[config.mk]
export PLATFORM = sky130hd
export DESIGN_NAME = fsh_host
export DESIGN_NICKNAME = d
export VERILOG_FILES = /design/src/fsh_pkg.sv /design/src/fsh_if.sv /design/src/fsh_host.sv /design/src/fsh_cycle.sv /design/src/fsh_apb.sv
export VERILOG_INCLUDE_DIRS = /design/src
export SDC_FILE = /design/constraint.sdc
export NUM_CORES = 1
export LEC_CHECK = 0
export BUFFER_PORTS_ARGS = -buffer_cell sky130_fd_sc_hd__buf_4
export CAP_MARGIN = 10
export CORE_MARGIN = 5
export CORE_UTILIZATION = 53
export CTS_BUF_LIST = sky130_fd_sc_hd__clkbuf_8
export DETAILED_ROUTE_END_ITERATION = 16
export PLACE_DENSITY_LB_ADDON = 0.08
export SYNTH_ARGS = -nofsm -noshare
export SYNTH_HDL_FRONTEND = slang
export SYNTH_HIERARCHICAL = 1
export SYNTH_SLANG_ARGS = --single-unit
[constraint.sdc]
create_clock -name pclk -period 2.25 [get_ports pclk]
set_input_delay 0.45 -clock pclk [delete_from_list [all_inputs] [get_ports pclk]]
set_output_delay 0.45 -clock pclk [all_outputs]
set_load 0.02 [all_outputs]
[src/fsh_cfg.svh]
`ifndef FSH_CFG_SVH
`define FSH_CFG_SVH
`define FSH_CLK_NS 50
`define FSH_RST_LOW_NS 500
`define FSH_RST_LOW_CYC ((`FSH_RST_LOW_NS + `FSH_CLK_NS - 1) / `FSH_CLK_NS)
`define FSH_ISM_RST_US 20
`define FSH_ISM_RST_CYC ((`FSH_ISM_RST_US * 1000 + `FSH_CLK_NS - 1) / `FSH_CLK_NS)
`define FSH_RST_REC_NS 50
`define FSH_RST_REC_CYC ((`FSH_RST_REC_NS + `FSH_CLK_NS - 1) / `FSH_CLK_NS)
`define FSH_ACC_NS 120
`define FSH_ACC_CYC ((`FSH_ACC_NS + `FSH_CLK_NS - 1) / `FSH_CLK_NS)
`define FSH_WP_NS 100
`define FSH_WP_CYC ((`FSH_WP_NS + `FSH_CLK_NS - 1) / `FSH_CLK_NS)
`define FSH_OFF_CTRL 8'h00
`define FSH_OFF_ADDR 8'h04
`define FSH_OFF_WDATA 8'h08
`define FSH_OFF_STATUS 8'h0C
`define FSH_OFF_RDATA 8'h10
`define FSH_ST_BUSY 0
`define FSH_ST_FAIL 1
`define FSH_ST_RDY 2
`define FSH_UNLK1_ADDR 19'h00555
`define FSH_UNLK2_ADDR 19'h002AA
`define FSH_CMD_UNLK1 16'h00AA
`define FSH_CMD_UNLK2 16'h0055
`define FSH_CMD_RESET 16'h00F0
`define FSH_CMD_ID 16'h0090
`define FSH_CMD_PROG 16'h00A0
`define FSH_POLL_BIT 7
`define FSH_TOGGLE_BIT 6
`define FSH_TO_BIT 5
`endif

[src/fsh_pkg.sv]
package fsh_pkg;
  typedef enum logic [2:0] {
    FSH_OP_READ = 3'b000,
    FSH_OP_RESET = 3'b001,
    FSH_OP_ID = 3'b010,
    FSH_OP_PROG = 3'b011,
    FSH_OP_HWRST = 3'b100
  } fsh_op_t;
  typedef enum logic [2:0] {
    FSH_ST_IDLE = 3'b000,
    FSH_ST_RLOW = 3'b001,
    FSH_ST_RWAIT = 3'b010,
    FSH_ST_RREC = 3'b011,
    FSH_ST_CMD = 3'b100,
    FSH_ST_POLL = 3'b101
  } fsh_state_t;
  typedef enum logic [1:0] {
    FSH_C_IDLE = 2'b00,
    FSH_C_SETUP = 2'b01,
    FSH_C_STROBE = 2'b10,
    FSH_C_HOLD = 2'b11
  } fsh_cst_t;
endpackage

[src/fsh_if.sv]
`timescale 1ns/100ps
interface fsh_cyc_if;
  logic req;
  logic wr;
  logic [18:0] addr;
  logic [15:0] wdata;
  logic done;
  logic [15:0] rdata;
  modport seq (output req, wr, addr, wdata, input done, rdata);
  modport eng (input req, wr, addr, wdata, output done, rdata);
endinterface

interface fsh_reg_if;
  logic go;
  fsh_pkg::fsh_op_t op;
  logic [18:0] addr;
  logic [15:0] wdata;
  logic busy;
  logic fail;
  logic rdy;
  logic [15:0] rdata;
  modport regs (output go, op, addr, wdata, input busy, fail, rdy, rdata);
  modport core (input go, op, addr, wdata, output busy, fail, rdy, rdata);
endinterface

[src/fsh_host.sv]
`timescale 1ns/100ps
`include "fsh_cfg.svh"
module fsh_host
  import fsh_pkg::*;
(
  input wire logic pclk,
  input wire logic presetn,
  input wire logic psel,
  input wire logic penable,
  input wire logic pwrite,
  input wire logic [7:0] paddr,
  input wire logic [31:0] pwdata,
  output logic [31:0] prdata,
  output logic pready,
  output logic pslverr,
  output logic flash_ce_n,
  output logic flash_we_n,
  output logic flash_oe_n,
  output logic flash_reset_n,
  output logic [18:0] flash_addr,
  output logic [15:0] flash_dq_out,
  input wire logic [15:0] flash_dq_in,
  output logic flash_dq_oe_n,
  input wire logic ready_busy_out
);
  localparam logic [8:0] RLOW_LAST = 9'(`FSH_RST_LOW_CYC - 1);
  localparam logic [8:0] ISM_CYC = 9'(`FSH_ISM_RST_CYC);
  localparam logic [8:0] REC_LAST = 9'(`FSH_RST_REC_CYC - 1);

  fsh_cyc_if cyc();
  fsh_reg_if rif();

  fsh_apb u_apb (
    .pclk(pclk),
    .presetn(presetn),
    .psel(psel),
    .penable(penable),
    .pwrite(pwrite),
    .paddr(paddr),
    .pwdata(pwdata),
    .prdata(prdata),
    .pready(pready),
    .pslverr(pslverr),
    .rif(rif.regs)
  );

  fsh_cycle u_cycle (
    .pclk(pclk),
    .presetn(presetn),
    .cyc(cyc.eng),
    .flash_ce_n(flash_ce_n),
    .flash_we_n(flash_we_n),
    .flash_oe_n(flash_oe_n),
    .flash_addr(flash_addr),
    .flash_dq_out(flash_dq_out),
    .flash_dq_in(flash_dq_in),
    .flash_dq_oe_n(flash_dq_oe_n)
  );

  // {write, address, data} of one step of a command sequence
  function automatic logic [35:0] fsh_step(input fsh_op_t op,
    input logic [1:0] step, input logic [18:0] a, input logic [15:0] d);
    logic [15:0] cmd;
    cmd = (op == FSH_OP_RESET) ? `FSH_CMD_RESET :
      (op == FSH_OP_ID) ? `FSH_CMD_ID : `FSH_CMD_PROG;
    unique case (step)
      2'h0: fsh_step = (op == FSH_OP_READ) ? {1'b0, a, 16'h0000} :
        {1'b1, `FSH_UNLK1_ADDR, `FSH_CMD_UNLK1};
      2'h1: fsh_step = {1'b1, `FSH_UNLK2_ADDR, `FSH_CMD_UNLK2};
      2'h2: fsh_step = {1'b1, `FSH_UNLK1_ADDR, cmd};
      2'h3: fsh_step = (op == FSH_OP_ID) ? {1'b0, a, 16'h0000} :
        {1'b1, a, d};
    endcase
  endfunction

  function automatic logic [1:0] fsh_last(input fsh_op_t op);
    unique case (op)
      FSH_OP_READ: fsh_last = 2'h0;
      FSH_OP_RESET: fsh_last = 2'h2;
      default: fsh_last = 2'h3;
    endcase
  endfunction

  fsh_state_t state_reg, state_next;
  fsh_op_t op_reg, op_next;
  logic [1:0] step_reg, step_next;
  logic [18:0] addr_reg, addr_next;
  logic [15:0] wdata_reg, wdata_next;
  logic [15:0] rdata_reg, rdata_next;
  logic [8:0] cnt_reg, cnt_next;
  logic req_reg, req_next;
  logic rst_n_reg, rst_n_next;
  logic fail_reg, fail_next;
  logic to_seen_reg, to_seen_next;

  wire [35:0] step_word = fsh_step(op_reg, step_reg, addr_reg, wdata_reg);
  wire step_last = step_reg == fsh_last(op_reg);
  wire in_poll = state_reg == FSH_ST_POLL;
  wire poll_ok = cyc.rdata[`FSH_POLL_BIT] == wdata_reg[`FSH_POLL_BIT];
  wire to_set = cyc.rdata[`FSH_TO_BIT];
  wire cnt_max = cnt_reg >= ISM_CYC;

  // command writes carry a zero upper byte, the program word write carries wdata_reg; unlock addresses sit in low bits
  assign cyc.req = req_reg;
  assign cyc.wr = !in_poll && step_word[35];
  assign cyc.addr = in_poll ? addr_reg : step_word[34:16];
  assign cyc.wdata = step_word[15:0];
  assign flash_reset_n = rst_n_reg;
  assign rif.busy = state_reg != FSH_ST_IDLE;
  assign rif.fail = fail_reg;
  assign rif.rdy = ready_busy_out;
  assign rif.rdata = rdata_reg;

  always_comb
  begin
    state_next = state_reg;
    op_next = op_reg;
    step_next = step_reg;
    addr_next = addr_reg;
    wdata_next = wdata_reg;
    rdata_next = rdata_reg;
    cnt_next = cnt_reg;
    req_next = req_reg;
    rst_n_next = rst_n_reg;
    fail_next = fail_reg;
    to_seen_next = to_seen_reg;
    unique case (state_reg)
      FSH_ST_IDLE:
        if (rif.go)
        begin
          op_next = rif.op;
          addr_next = rif.addr;
          wdata_next = rif.wdata;
          fail_next = 1'b0;
          step_next = 2'h0;
          cnt_next = 9'h000;
          to_seen_next = 1'b0;
          if (rif.op == FSH_OP_HWRST)
          begin
            rst_n_next = 1'b0;
            state_next = FSH_ST_RLOW;
          end
          else
          begin
            req_next = 1'b1;
            state_next = FSH_ST_CMD;
          end
        end
      FSH_ST_RLOW:
      begin
        cnt_next = cnt_reg + 9'h001;
        if (cnt_reg == RLOW_LAST)
        begin
          rst_n_next = 1'b1;
          state_next = FSH_ST_RWAIT;
        end
      end
      FSH_ST_RWAIT:
      begin
        // counter saturates so a stuck busy pin cannot wrap it
        cnt_next = cnt_max ? cnt_reg : cnt_reg + 9'h001;
        if (cnt_max && ready_busy_out)
        begin
          cnt_next = 9'h000;
          state_next = FSH_ST_RREC;
        end
      end
      FSH_ST_RREC:
      begin
        cnt_next = cnt_reg + 9'h001;
        if (cnt_reg == REC_LAST)
          state_next = FSH_ST_IDLE;
      end
      FSH_ST_CMD:
        if (cyc.done)
        begin
          if (!step_word[35])
            rdata_next = cyc.rdata;
          if (!step_last)
            step_next = step_reg + 2'h1;
          else if (op_reg == FSH_OP_PROG)
            state_next = FSH_ST_POLL;
          else
          begin
            req_next = 1'b0;
            state_next = FSH_ST_IDLE;
          end
        end
      FSH_ST_POLL:
        if (cyc.done)
        begin
          rdata_next = cyc.rdata;
          if (poll_ok)
          begin
            req_next = 1'b0;
            state_next = FSH_ST_IDLE;
          end
          else if (to_seen_reg)
          begin
            // poll still wrong after the flag: flash is stuck, reset it
            fail_next = 1'b1;
            op_next = FSH_OP_RESET;
            step_next = 2'h0;
            state_next = FSH_ST_CMD;
          end
          else if (to_set)
            to_seen_next = 1'b1;
        end
      default:
      begin
        req_next = 1'b0;
        state_next = FSH_ST_IDLE;
      end
    endcase
  end

  always_ff @(posedge pclk or negedge presetn)
    if (!presetn)
    begin
      state_reg <= FSH_ST_IDLE;
      op_reg <= FSH_OP_READ;
      step_reg <= 2'h0;
      cnt_reg <= 9'h000;
      req_reg <= 1'b0;
      rst_n_reg <= 1'b1;
      fail_reg <= 1'b0;
      to_seen_reg <= 1'b0;
    end
    else
    begin
      state_reg <= state_next;
      op_reg <= op_next;
      step_reg <= step_next;
      cnt_reg <= cnt_next;
      req_reg <= req_next;
      rst_n_reg <= rst_n_next;
      fail_reg <= fail_next;
      to_seen_reg <= to_seen_next;
    end

  always_ff @(posedge pclk or negedge presetn)
    if (!presetn)
    begin
      addr_reg <= 19'h00000;
      wdata_reg <= 16'h0000;
      rdata_reg <= 16'h0000;
    end
    else
    begin
      addr_reg <= addr_next;
      wdata_reg <= wdata_next;
      rdata_reg <= rdata_next;
    end
endmodule

[src/fsh_cycle.sv]
`timescale 1ns/100ps
`include "fsh_cfg.svh"
module fsh_cycle
  import fsh_pkg::*;
(
  input wire logic pclk,
  input wire logic presetn,
  fsh_cyc_if.eng cyc,
  output logic flash_ce_n,
  output logic flash_we_n,
  output logic flash_oe_n,
  output logic [18:0] flash_addr,
  output logic [15:0] flash_dq_out,
  input wire logic [15:0] flash_dq_in,
  output logic flash_dq_oe_n
);
  localparam logic [1:0] WP_LAST = 2'(`FSH_WP_CYC - 1);
  localparam logic [1:0] ACC_LAST = 2'(`FSH_ACC_CYC - 1);
  fsh_cst_t c_state_reg;
  logic [1:0] ccnt_reg;
  logic wr_reg;
  logic [15:0] rdata_reg;
  wire accept = (c_state_reg == FSH_C_IDLE) && cyc.req;
  wire strobe_end = (c_state_reg == FSH_C_STROBE) &&
    (ccnt_reg == (wr_reg ? WP_LAST : ACC_LAST));
  assign cyc.done = c_state_reg == FSH_C_HOLD;
  assign cyc.rdata = rdata_reg;

  always_ff @(posedge pclk or negedge presetn)
    if (!presetn)
    begin
      c_state_reg <= FSH_C_IDLE;
      ccnt_reg <= 2'h0;
    end
    else
    begin
      unique case (c_state_reg)
        FSH_C_IDLE: if (accept) c_state_reg <= FSH_C_SETUP;
        FSH_C_SETUP: c_state_reg <= FSH_C_STROBE;
        FSH_C_STROBE: if (strobe_end) c_state_reg <= FSH_C_HOLD;
        FSH_C_HOLD: c_state_reg <= FSH_C_IDLE;
      endcase
      ccnt_reg <= (c_state_reg == FSH_C_STROBE) ? ccnt_reg + 2'h1 : 2'h0;
    end

  // address stays put from chip enable low to release, so the later
  // falling strobe and the earlier rising strobe both see stable lines
  always_ff @(posedge pclk or negedge presetn)
    if (!presetn)
    begin
      wr_reg <= 1'b0;
      flash_addr <= 19'h00000;
      flash_dq_out <= 16'h0000;
      rdata_reg <= 16'h0000;
    end
    else
    begin
      if (accept)
      begin
        wr_reg <= cyc.wr;
        flash_addr <= cyc.addr;
        flash_dq_out <= cyc.wdata;
      end
      if (strobe_end && !wr_reg)
        rdata_reg <= flash_dq_in;
    end

  always_ff @(posedge pclk or negedge presetn)
    if (!presetn)
    begin
      flash_ce_n <= 1'b1;
      flash_we_n <= 1'b1;
      flash_oe_n <= 1'b1;
      flash_dq_oe_n <= 1'b1;
    end
    else
    begin
      flash_ce_n <= !(accept || c_state_reg == FSH_C_SETUP ||
        c_state_reg == FSH_C_STROBE);
      flash_dq_oe_n <= !((accept && cyc.wr) ||
        (wr_reg && c_state_reg != FSH_C_IDLE && !cyc.done));
      flash_we_n <= !(wr_reg && (c_state_reg == FSH_C_SETUP ||
        (c_state_reg == FSH_C_STROBE && !strobe_end)));
      flash_oe_n <= !(!wr_reg && (c_state_reg == FSH_C_SETUP ||
        (c_state_reg == FSH_C_STROBE && !strobe_end)));
    end
endmodule

[src/fsh_apb.sv]
`timescale 1ns/100ps
`include "fsh_cfg.svh"
module fsh_apb
  import fsh_pkg::*;
(
  input wire logic pclk,
  input wire logic presetn,
  input wire logic psel,
  input wire logic penable,
  input wire logic pwrite,
  input wire logic [7:0] paddr,
  input wire logic [31:0] pwdata,
  output logic [31:0] prdata,
  output logic pready,
  output logic pslverr,
  fsh_reg_if.regs rif
);
  logic go_reg;
  fsh_op_t op_reg;
  logic [18:0] addr_reg;
  logic [15:0] wdata_reg;
  logic [31:0] prdata_reg;
  wire hit_ctrl = paddr == `FSH_OFF_CTRL;
  wire hit_addr = paddr == `FSH_OFF_ADDR;
  wire hit_wdata = paddr == `FSH_OFF_WDATA;
  wire hit_status = paddr == `FSH_OFF_STATUS;
  wire hit_rdata = paddr == `FSH_OFF_RDATA;
  wire hit = hit_ctrl | hit_addr | hit_wdata | hit_status | hit_rdata;
  wire wr_acc = psel && penable && pwrite && hit;
  wire [31:0] status_word = {29'h0000000, rif.rdy, rif.fail, rif.busy};
  wire [31:0] rd_mux =
    hit_ctrl ? {29'h0000000, op_reg} :
    hit_addr ? {13'h000, addr_reg} :
    hit_wdata ? {16'h0000, wdata_reg} :
    hit_status ? status_word :
    hit_rdata ? {16'h0000, rif.rdata} : 32'h00000000;
  assign pready = 1'b1;
  assign pslverr = psel && penable && !hit;
  assign prdata = prdata_reg;
  assign rif.go = go_reg;
  assign rif.op = op_reg;
  assign rif.addr = addr_reg;
  assign rif.wdata = wdata_reg;

  always_ff @(posedge pclk or negedge presetn)
    if (!presetn)
    begin
      go_reg <= 1'b0;
      op_reg <= FSH_OP_READ;
      addr_reg <= 19'h00000;
      wdata_reg <= 16'h0000;
      prdata_reg <= 32'h00000000;
    end
    else
    begin
      // an order while busy is dropped: the sequencer cannot queue one
      go_reg <= wr_acc && hit_ctrl && !rif.busy;
      if (wr_acc && hit_ctrl && !rif.busy)
        op_reg <= fsh_op_t'(pwdata[2:0]);
      if (wr_acc && hit_addr)
        addr_reg <= pwdata[18:0];
      if (wr_acc && hit_wdata)
        wdata_reg <= pwdata[15:0];
      if (psel && !penable)
        prdata_reg <= rd_mux;
    end
endmodule

; After elaboration in Yosys (flattened, before gate mapping)
; Cells that the tools add are included.
[word_totals]
out_inout_bits = 74
register_bits = 203
[classes]
n_lt_le_gt_ge = 1
n_mux = 71
n_bitwise = 5
n_reduce_logical = 60
eq_ne = 42
add_sub_neg = 3
[op_table]
columns = operator, n
row1 = case mux 36 bit (4 select lines), 1
row2 = two-way mux 32 bit, 4
row3 = two-way mux 36 bit, 2
row4 = two-way mux 16 bit, 4
row5 = two-way mux 3 bit, 15
row6 = case mux 16 bit (2 select lines), 1
row7 = two-way mux 9 bit, 3
row8 = case mux 9 bit (3 select lines), 1
row9 = "inequality test 2 bit, second input constant", 11
row10 = logical AND 1 bit, 20
row11 = two-way mux 2 bit, 10
row12 = two-way mux 19 bit, 1
row13 = two-way mux 1 bit, 18
row14 = case mux 3 bit (6 select lines), 1
row15 = "== test 8 x 4 -> 1 bit, second input constant", 2
row16 = AND reduction 8 bit, 2
row17 = "== test 3 x 2 -> 1 bit, second input constant", 4
row18 = "inequality test 2 x 1 -> 1 bit, second input constant", 6
row19 = AND reduction 4 bit, 3
row20 = zero test 1 bit, 11
row21 = "adder 9 x 1 -> 9 bit, second input constant", 1
row22 = "== test 3 bit, second input constant", 3
row23 = "== test 9 x 4 -> 1 bit, second input constant", 1
row24 = "greater-or-equal comparator 9 bit, second input constant", 1
row25 = 33 further kinds, 56

; Depth between registers and ports, before layout
[logic_depth]
depth_word = 8
depth_mapped = 11

; Modules after synthesis
; Netlist, hierarchy kept.
[modules_own_cells]
columns = module, area_per_inst_um2, instances, cells_each
row1 = fsh_host, 3713.6, 1, 405
row2 = fsh_apb, 2906.5, 1, 247
row3 = fsh_cycle, 2377.3, 1, 142

; Worst setup path before layout
; Ideal clock, no wire load.
[synth_timing]
path_type = input to register
startpoint = in paddr[0]
endpoint = reg u_apb.addr_reg[0], in the netlist u_apb/rif.addr[0]
path_buffers = 2
setup_time_ns = 0.125
arrival_time_ns = 2.295
slack_ns = -0.170
path_stages = 6
required_time_ns = 2.125
cell_sequence = or2_1 -> or4_1 -> buf_6 -> nor4_4 -> buf_8 -> mux2_4
[synth_between]
elab_chain_cells = 7
[synth_lines]
columns = element, line
row1 = from (decl), fsh_host.sv:11  ; input wire logic [7:0] paddr,
row2 = == test 8 x 3 -> 1 bit (no line) / zero test 8 bit (equally long branches), -
row3 = bitwise OR 1 bit (4 in a row), fsh_apb.sv:28  ; wire hit = hit_ctrl | hit_addr | hit_wdata | hit_status | hit_rdata;
row4 = logical AND 1 bit, fsh_apb.sv:29  ; wire wr_acc = psel && penable && pwrite && hit;
row5 = logical AND 1 bit *, fsh_apb.sv:60  ; if (wr_acc && hit_addr)
row6 = to (signal assigned), fsh_apb.sv:61  ; addr_reg <= pwdata[18:0];
row7 = to (decl), fsh_apb.sv:20  ; logic [18:0] addr_reg;
; Every way passes the cells marked *; elsewhere a longest branch is shown, timed or not.
; A chain may end at the register's enable or synchronous reset.

; Worst setup path after layout
[layout_timing]
startpoint = reg cnt_reg[6]
endpoint = reg state_reg[2]
[layout_between]
elab_chain_cells = 4
[layout_lines]
columns = element, line
row1 = from (decl), fsh_host.sv:90  ; logic [8:0] cnt_reg, cnt_next;
row2 = from (signal assigned), fsh_host.sv:234  ; cnt_reg <= cnt_next;
row3 = greater-or-equal comparator 9 bit, fsh_host.sv:101  ; wire cnt_max = cnt_reg >= ISM_CYC;
row4 = logical AND 1 bit, fsh_host.sv:162  ; if (cnt_max && ready_busy_out)
row5 = inequality test 2 bit (no line), -
row6 = AND reduction 8 bit (no line) *, -
row7 = to (signal assigned), fsh_host.sv:231  ; state_reg <= state_next;
row8 = to (decl), fsh_host.sv:84  ; fsh_state_t state_reg, state_next;
; Marks and branches as above.

==> results.sh <==
export IMPL_vias=6326
export IMPL_start_util=0.541
export IMPL_synth_area_leaders="dfrtp_1, mux2_2, nand2_1"
export IMPL_postSynthCellCount=794
export IMPL_maxCapViolations=0
export IMPL_drtAntennaViolNets=0
export IMPL_dieWidth_um=140
export IMPL_final_cells=1140
export IMPL_dr_pass1_iters=5
export IMPL_powerDensity_nw_per_um2=799
export IMPL_grt_max_degree=57
export IMPL_fin_crit_sh=0.955
export IMPL_worst_pin_slew_ns=0.571
export IMPL_die_h_um=140
export IMPL_clock_root_buffer="clkbuf_8"
export IMPL_io_buffers=108
export IMPL_worstSetupStartpointType="register"
export IMPL_n_antenna_cell=0
export IMPL_coreArea_sq_um=16600
export IMPL_cts_tree="yes"
export IMPL_yosys_warnings=6
export IMPL_synth_distinct_cells=70
export IMPL_gr_total_overflow=0
export IMPL_synth_edf_count=0
export IMPL_slew_headroom=0.620
export IMPL_fmax_ghz=0.465
export IMPL_layout_nets=980
export IMPL_max_stage_delay_ns=0.47
export IMPL_hold_viol=0
export IMPL_antenna_found_initial=0
export IMPL_synth_seq_cells=190
export IMPL_cts_made_buffers=17
export IMPL_drtIter0Drc=429
export IMPL_yosysTopAreaCellShare=0.515
export IMPL_critPathTopFamily="simple AND/OR/NAND/NOR gates"
export IMPL_max_vdd_ir_drop_mv=0.385
export IMPL_clk_pin_slew_ns=0.11
export IMPL_syn_to_final_growth_pct=17.3
export IMPL_total_power_w=0.00844
export IMPL_pin_count=136
export IMPL_fin_tns_setup_ns=0
export IMPL_rsz0062_at_grt="false"
export IMPL_critical_path_class="register to register"
export IMPL_hold_path_startpoint="flash_dq_in[10]"
export IMPL_clk_latency_ns=0.47
export IMPL_dp_cells=1107
export IMPL_drc=0
export IMPL_r2r_slack_ns=0.10
export IMPL_routed_wirelength_um=20200
export IMPL_path_max_fanout=8
export IMPL_clockBufferDepth=2
export IMPL_cts_max_level=4
export IMPL_gp_congestion=0.872
export IMPL_gr_usage_all_layers=0.210
export IMPL_post_route_cells_drive_above_1_share=0.333
export IMPL_mostFrequentLayoutCells="dfrtp_1, nand2_1, buf_4"
export IMPL_crit_chain="or3_4 -> a211oi_2 -> o221ai_2 -> or3b_1 -> mux2_1"
export IMPL_hold_class="input port to register"
export IMPL_cts_sinks=190
export IMPL_maxSlewViolCount=0
export IMPL_dominantRegCellSynth="dfrtp_1"
export IMPL_place_hpwl_um=15100
export IMPL_arrival_ns=2.50
export IMPL_layout_commonest_cell="dfrtp_1"
export IMPL_setup_viol=0
export IMPL_r2r_start="cnt_reg[6]"
export IMPL_finClkSkew_ns=0.0147
export IMPL_post_cts_buffers=0
export IMPL_min_period_ns=2.15
export IMPL_crit_start="cnt_reg[6]"
export IMPL_dp_slack_ns=-0.122
export IMPL_die_area_sq_um=19700
export IMPL_crit_buf_inv=0
export IMPL_critical_path_endpoint_type="register"
export IMPL_p_leak_nw=5.37
export IMPL_drt_wirelength_per_cell_um=17.7
export IMPL_fp_row_count=47
export IMPL_outcome="completed"
export IMPL_yosysSeqAreaShare=0.529
export IMPL_worst_slack_ns=0.101
export IMPL_cp_required_ns=2.60
export IMPL_synth_async_reset_ratio=1.00
export IMPL_critPathSlowestCell="dfrtp_1"
export IMPL_synth_top_area_cell="dfrtp_1"
export IMPL_grt_pass1_wl_um=33600
export IMPL_via_per_inst=5.55
export IMPL_syn_area_sq_um=9000
export IMPL_syn_area_per_cell_sq_um=11.3
export IMPL_grt_pass1_vias=6403
-- worst register-to-register path, stage by stage, from the launching register on --
cell      delay, ns
dfrtp_1        0.47
or3_4          0.43
a211oi_2       0.26
o221ai_2       0.14
or3b_1         0.42
mux2_1         0.32
-- area by class of cell --
class | instances | area [sq um]
clock buffer | 17 | 234
timing repair buffer | 142 | 1180
tap | 220 | 275
inverter | 15 | 56.3
fill | 1349 | 6090
multi-input combinational | 541 | 3890
sequential | 190 | 4760
clock inverter | 15 | 150
-- timing repair --
action                                  in CTS  in global routing
hold endpoints to repair                    46                  0
gates resized for setup                      0                  4
hold buffers                                 1                  0
endpoints found under the setup margin       0                 19
-- power breakdown --
part	internal, W	switching (W)	leakage, nW
clock network	0.000911	0.00128	0.192
registers	0.00387	0.000368	2.58
logic	0.00105	0.000954	2.59
-- cells in the mapped netlist, types with 8 or more instances --
| cell type | number |
|---|---|
| dfrtp_1 | 185 |
| nand2_1 | 145 |
| mux2_2 | 88 |
| clkbuf_1 | 29 |
| a21oi_1 | 26 |
| o21ai_0 | 21 |
| mux2_4 | 20 |
| nor2_1 | 19 |
| nor3b_1 | 18 |
| and2_1 | 17 |
| a211oi_1 | 16 |
| buf_4 | 16 |
| inv_1 | 15 |
| o41ai_1 | 13 |
| ha_1 | 11 |
| a21o_1 | 10 |
| nor4_1 | 9 |
| nand2b_1 | 8 |
| nand3_1 | 8 |
-- final timing paths --
path	end	cells past startpoint
worst min register to register	wdata_reg[13]	2
min in group asynchronous	u_cycle/c_state_reg[0]	2
worst min-delay path	u_cycle/cyc.rdata[10]	2
worst max-delay path	state_reg[2]	5
worst max register to register	state_reg[2]	5
max in group asynchronous	u_apb/rif.wdata[0]	3
-- routing by layer --
| layer | share of wire | global-route usage | vias up | wire length [um] |
|---|---|---|---|---|
| met1 | 0.48 | 0.320 | 3122 | 9770 |
| met5 | 0 | 0 | - | 0 |
| met4 | 0.011 | 0.0535 | 0 | 221 |
| met3 | 0.057 | 0.0446 | 18 | 1160 |
| met2 | 0.45 | 0.309 | 184 | 9080 |
| li1 | - | - | 3002 | - |
-- cell families after synthesis --
group           share of synthesized area
simple gates                        0.159
xor+xnor                          0.00292
flops                               0.529
mux                                 0.147
buf+inv                            0.0463
fa+ha+maj                          0.0153
other cells                      0.000835
compound gates                     0.0996
-- through the flow --
stage	instance area (sq um)	utilization	hold WS, ns
detailed placement	10200	0.610	0.455
global placement	10200	0.610	0.452
finish	10600	0.634	0.199
CTS	10600	0.634	0.169
global route	10600	0.634	0.158
floorplan	9070	-	0.154
No activity file was read; power rests on OpenSTA's default activity.
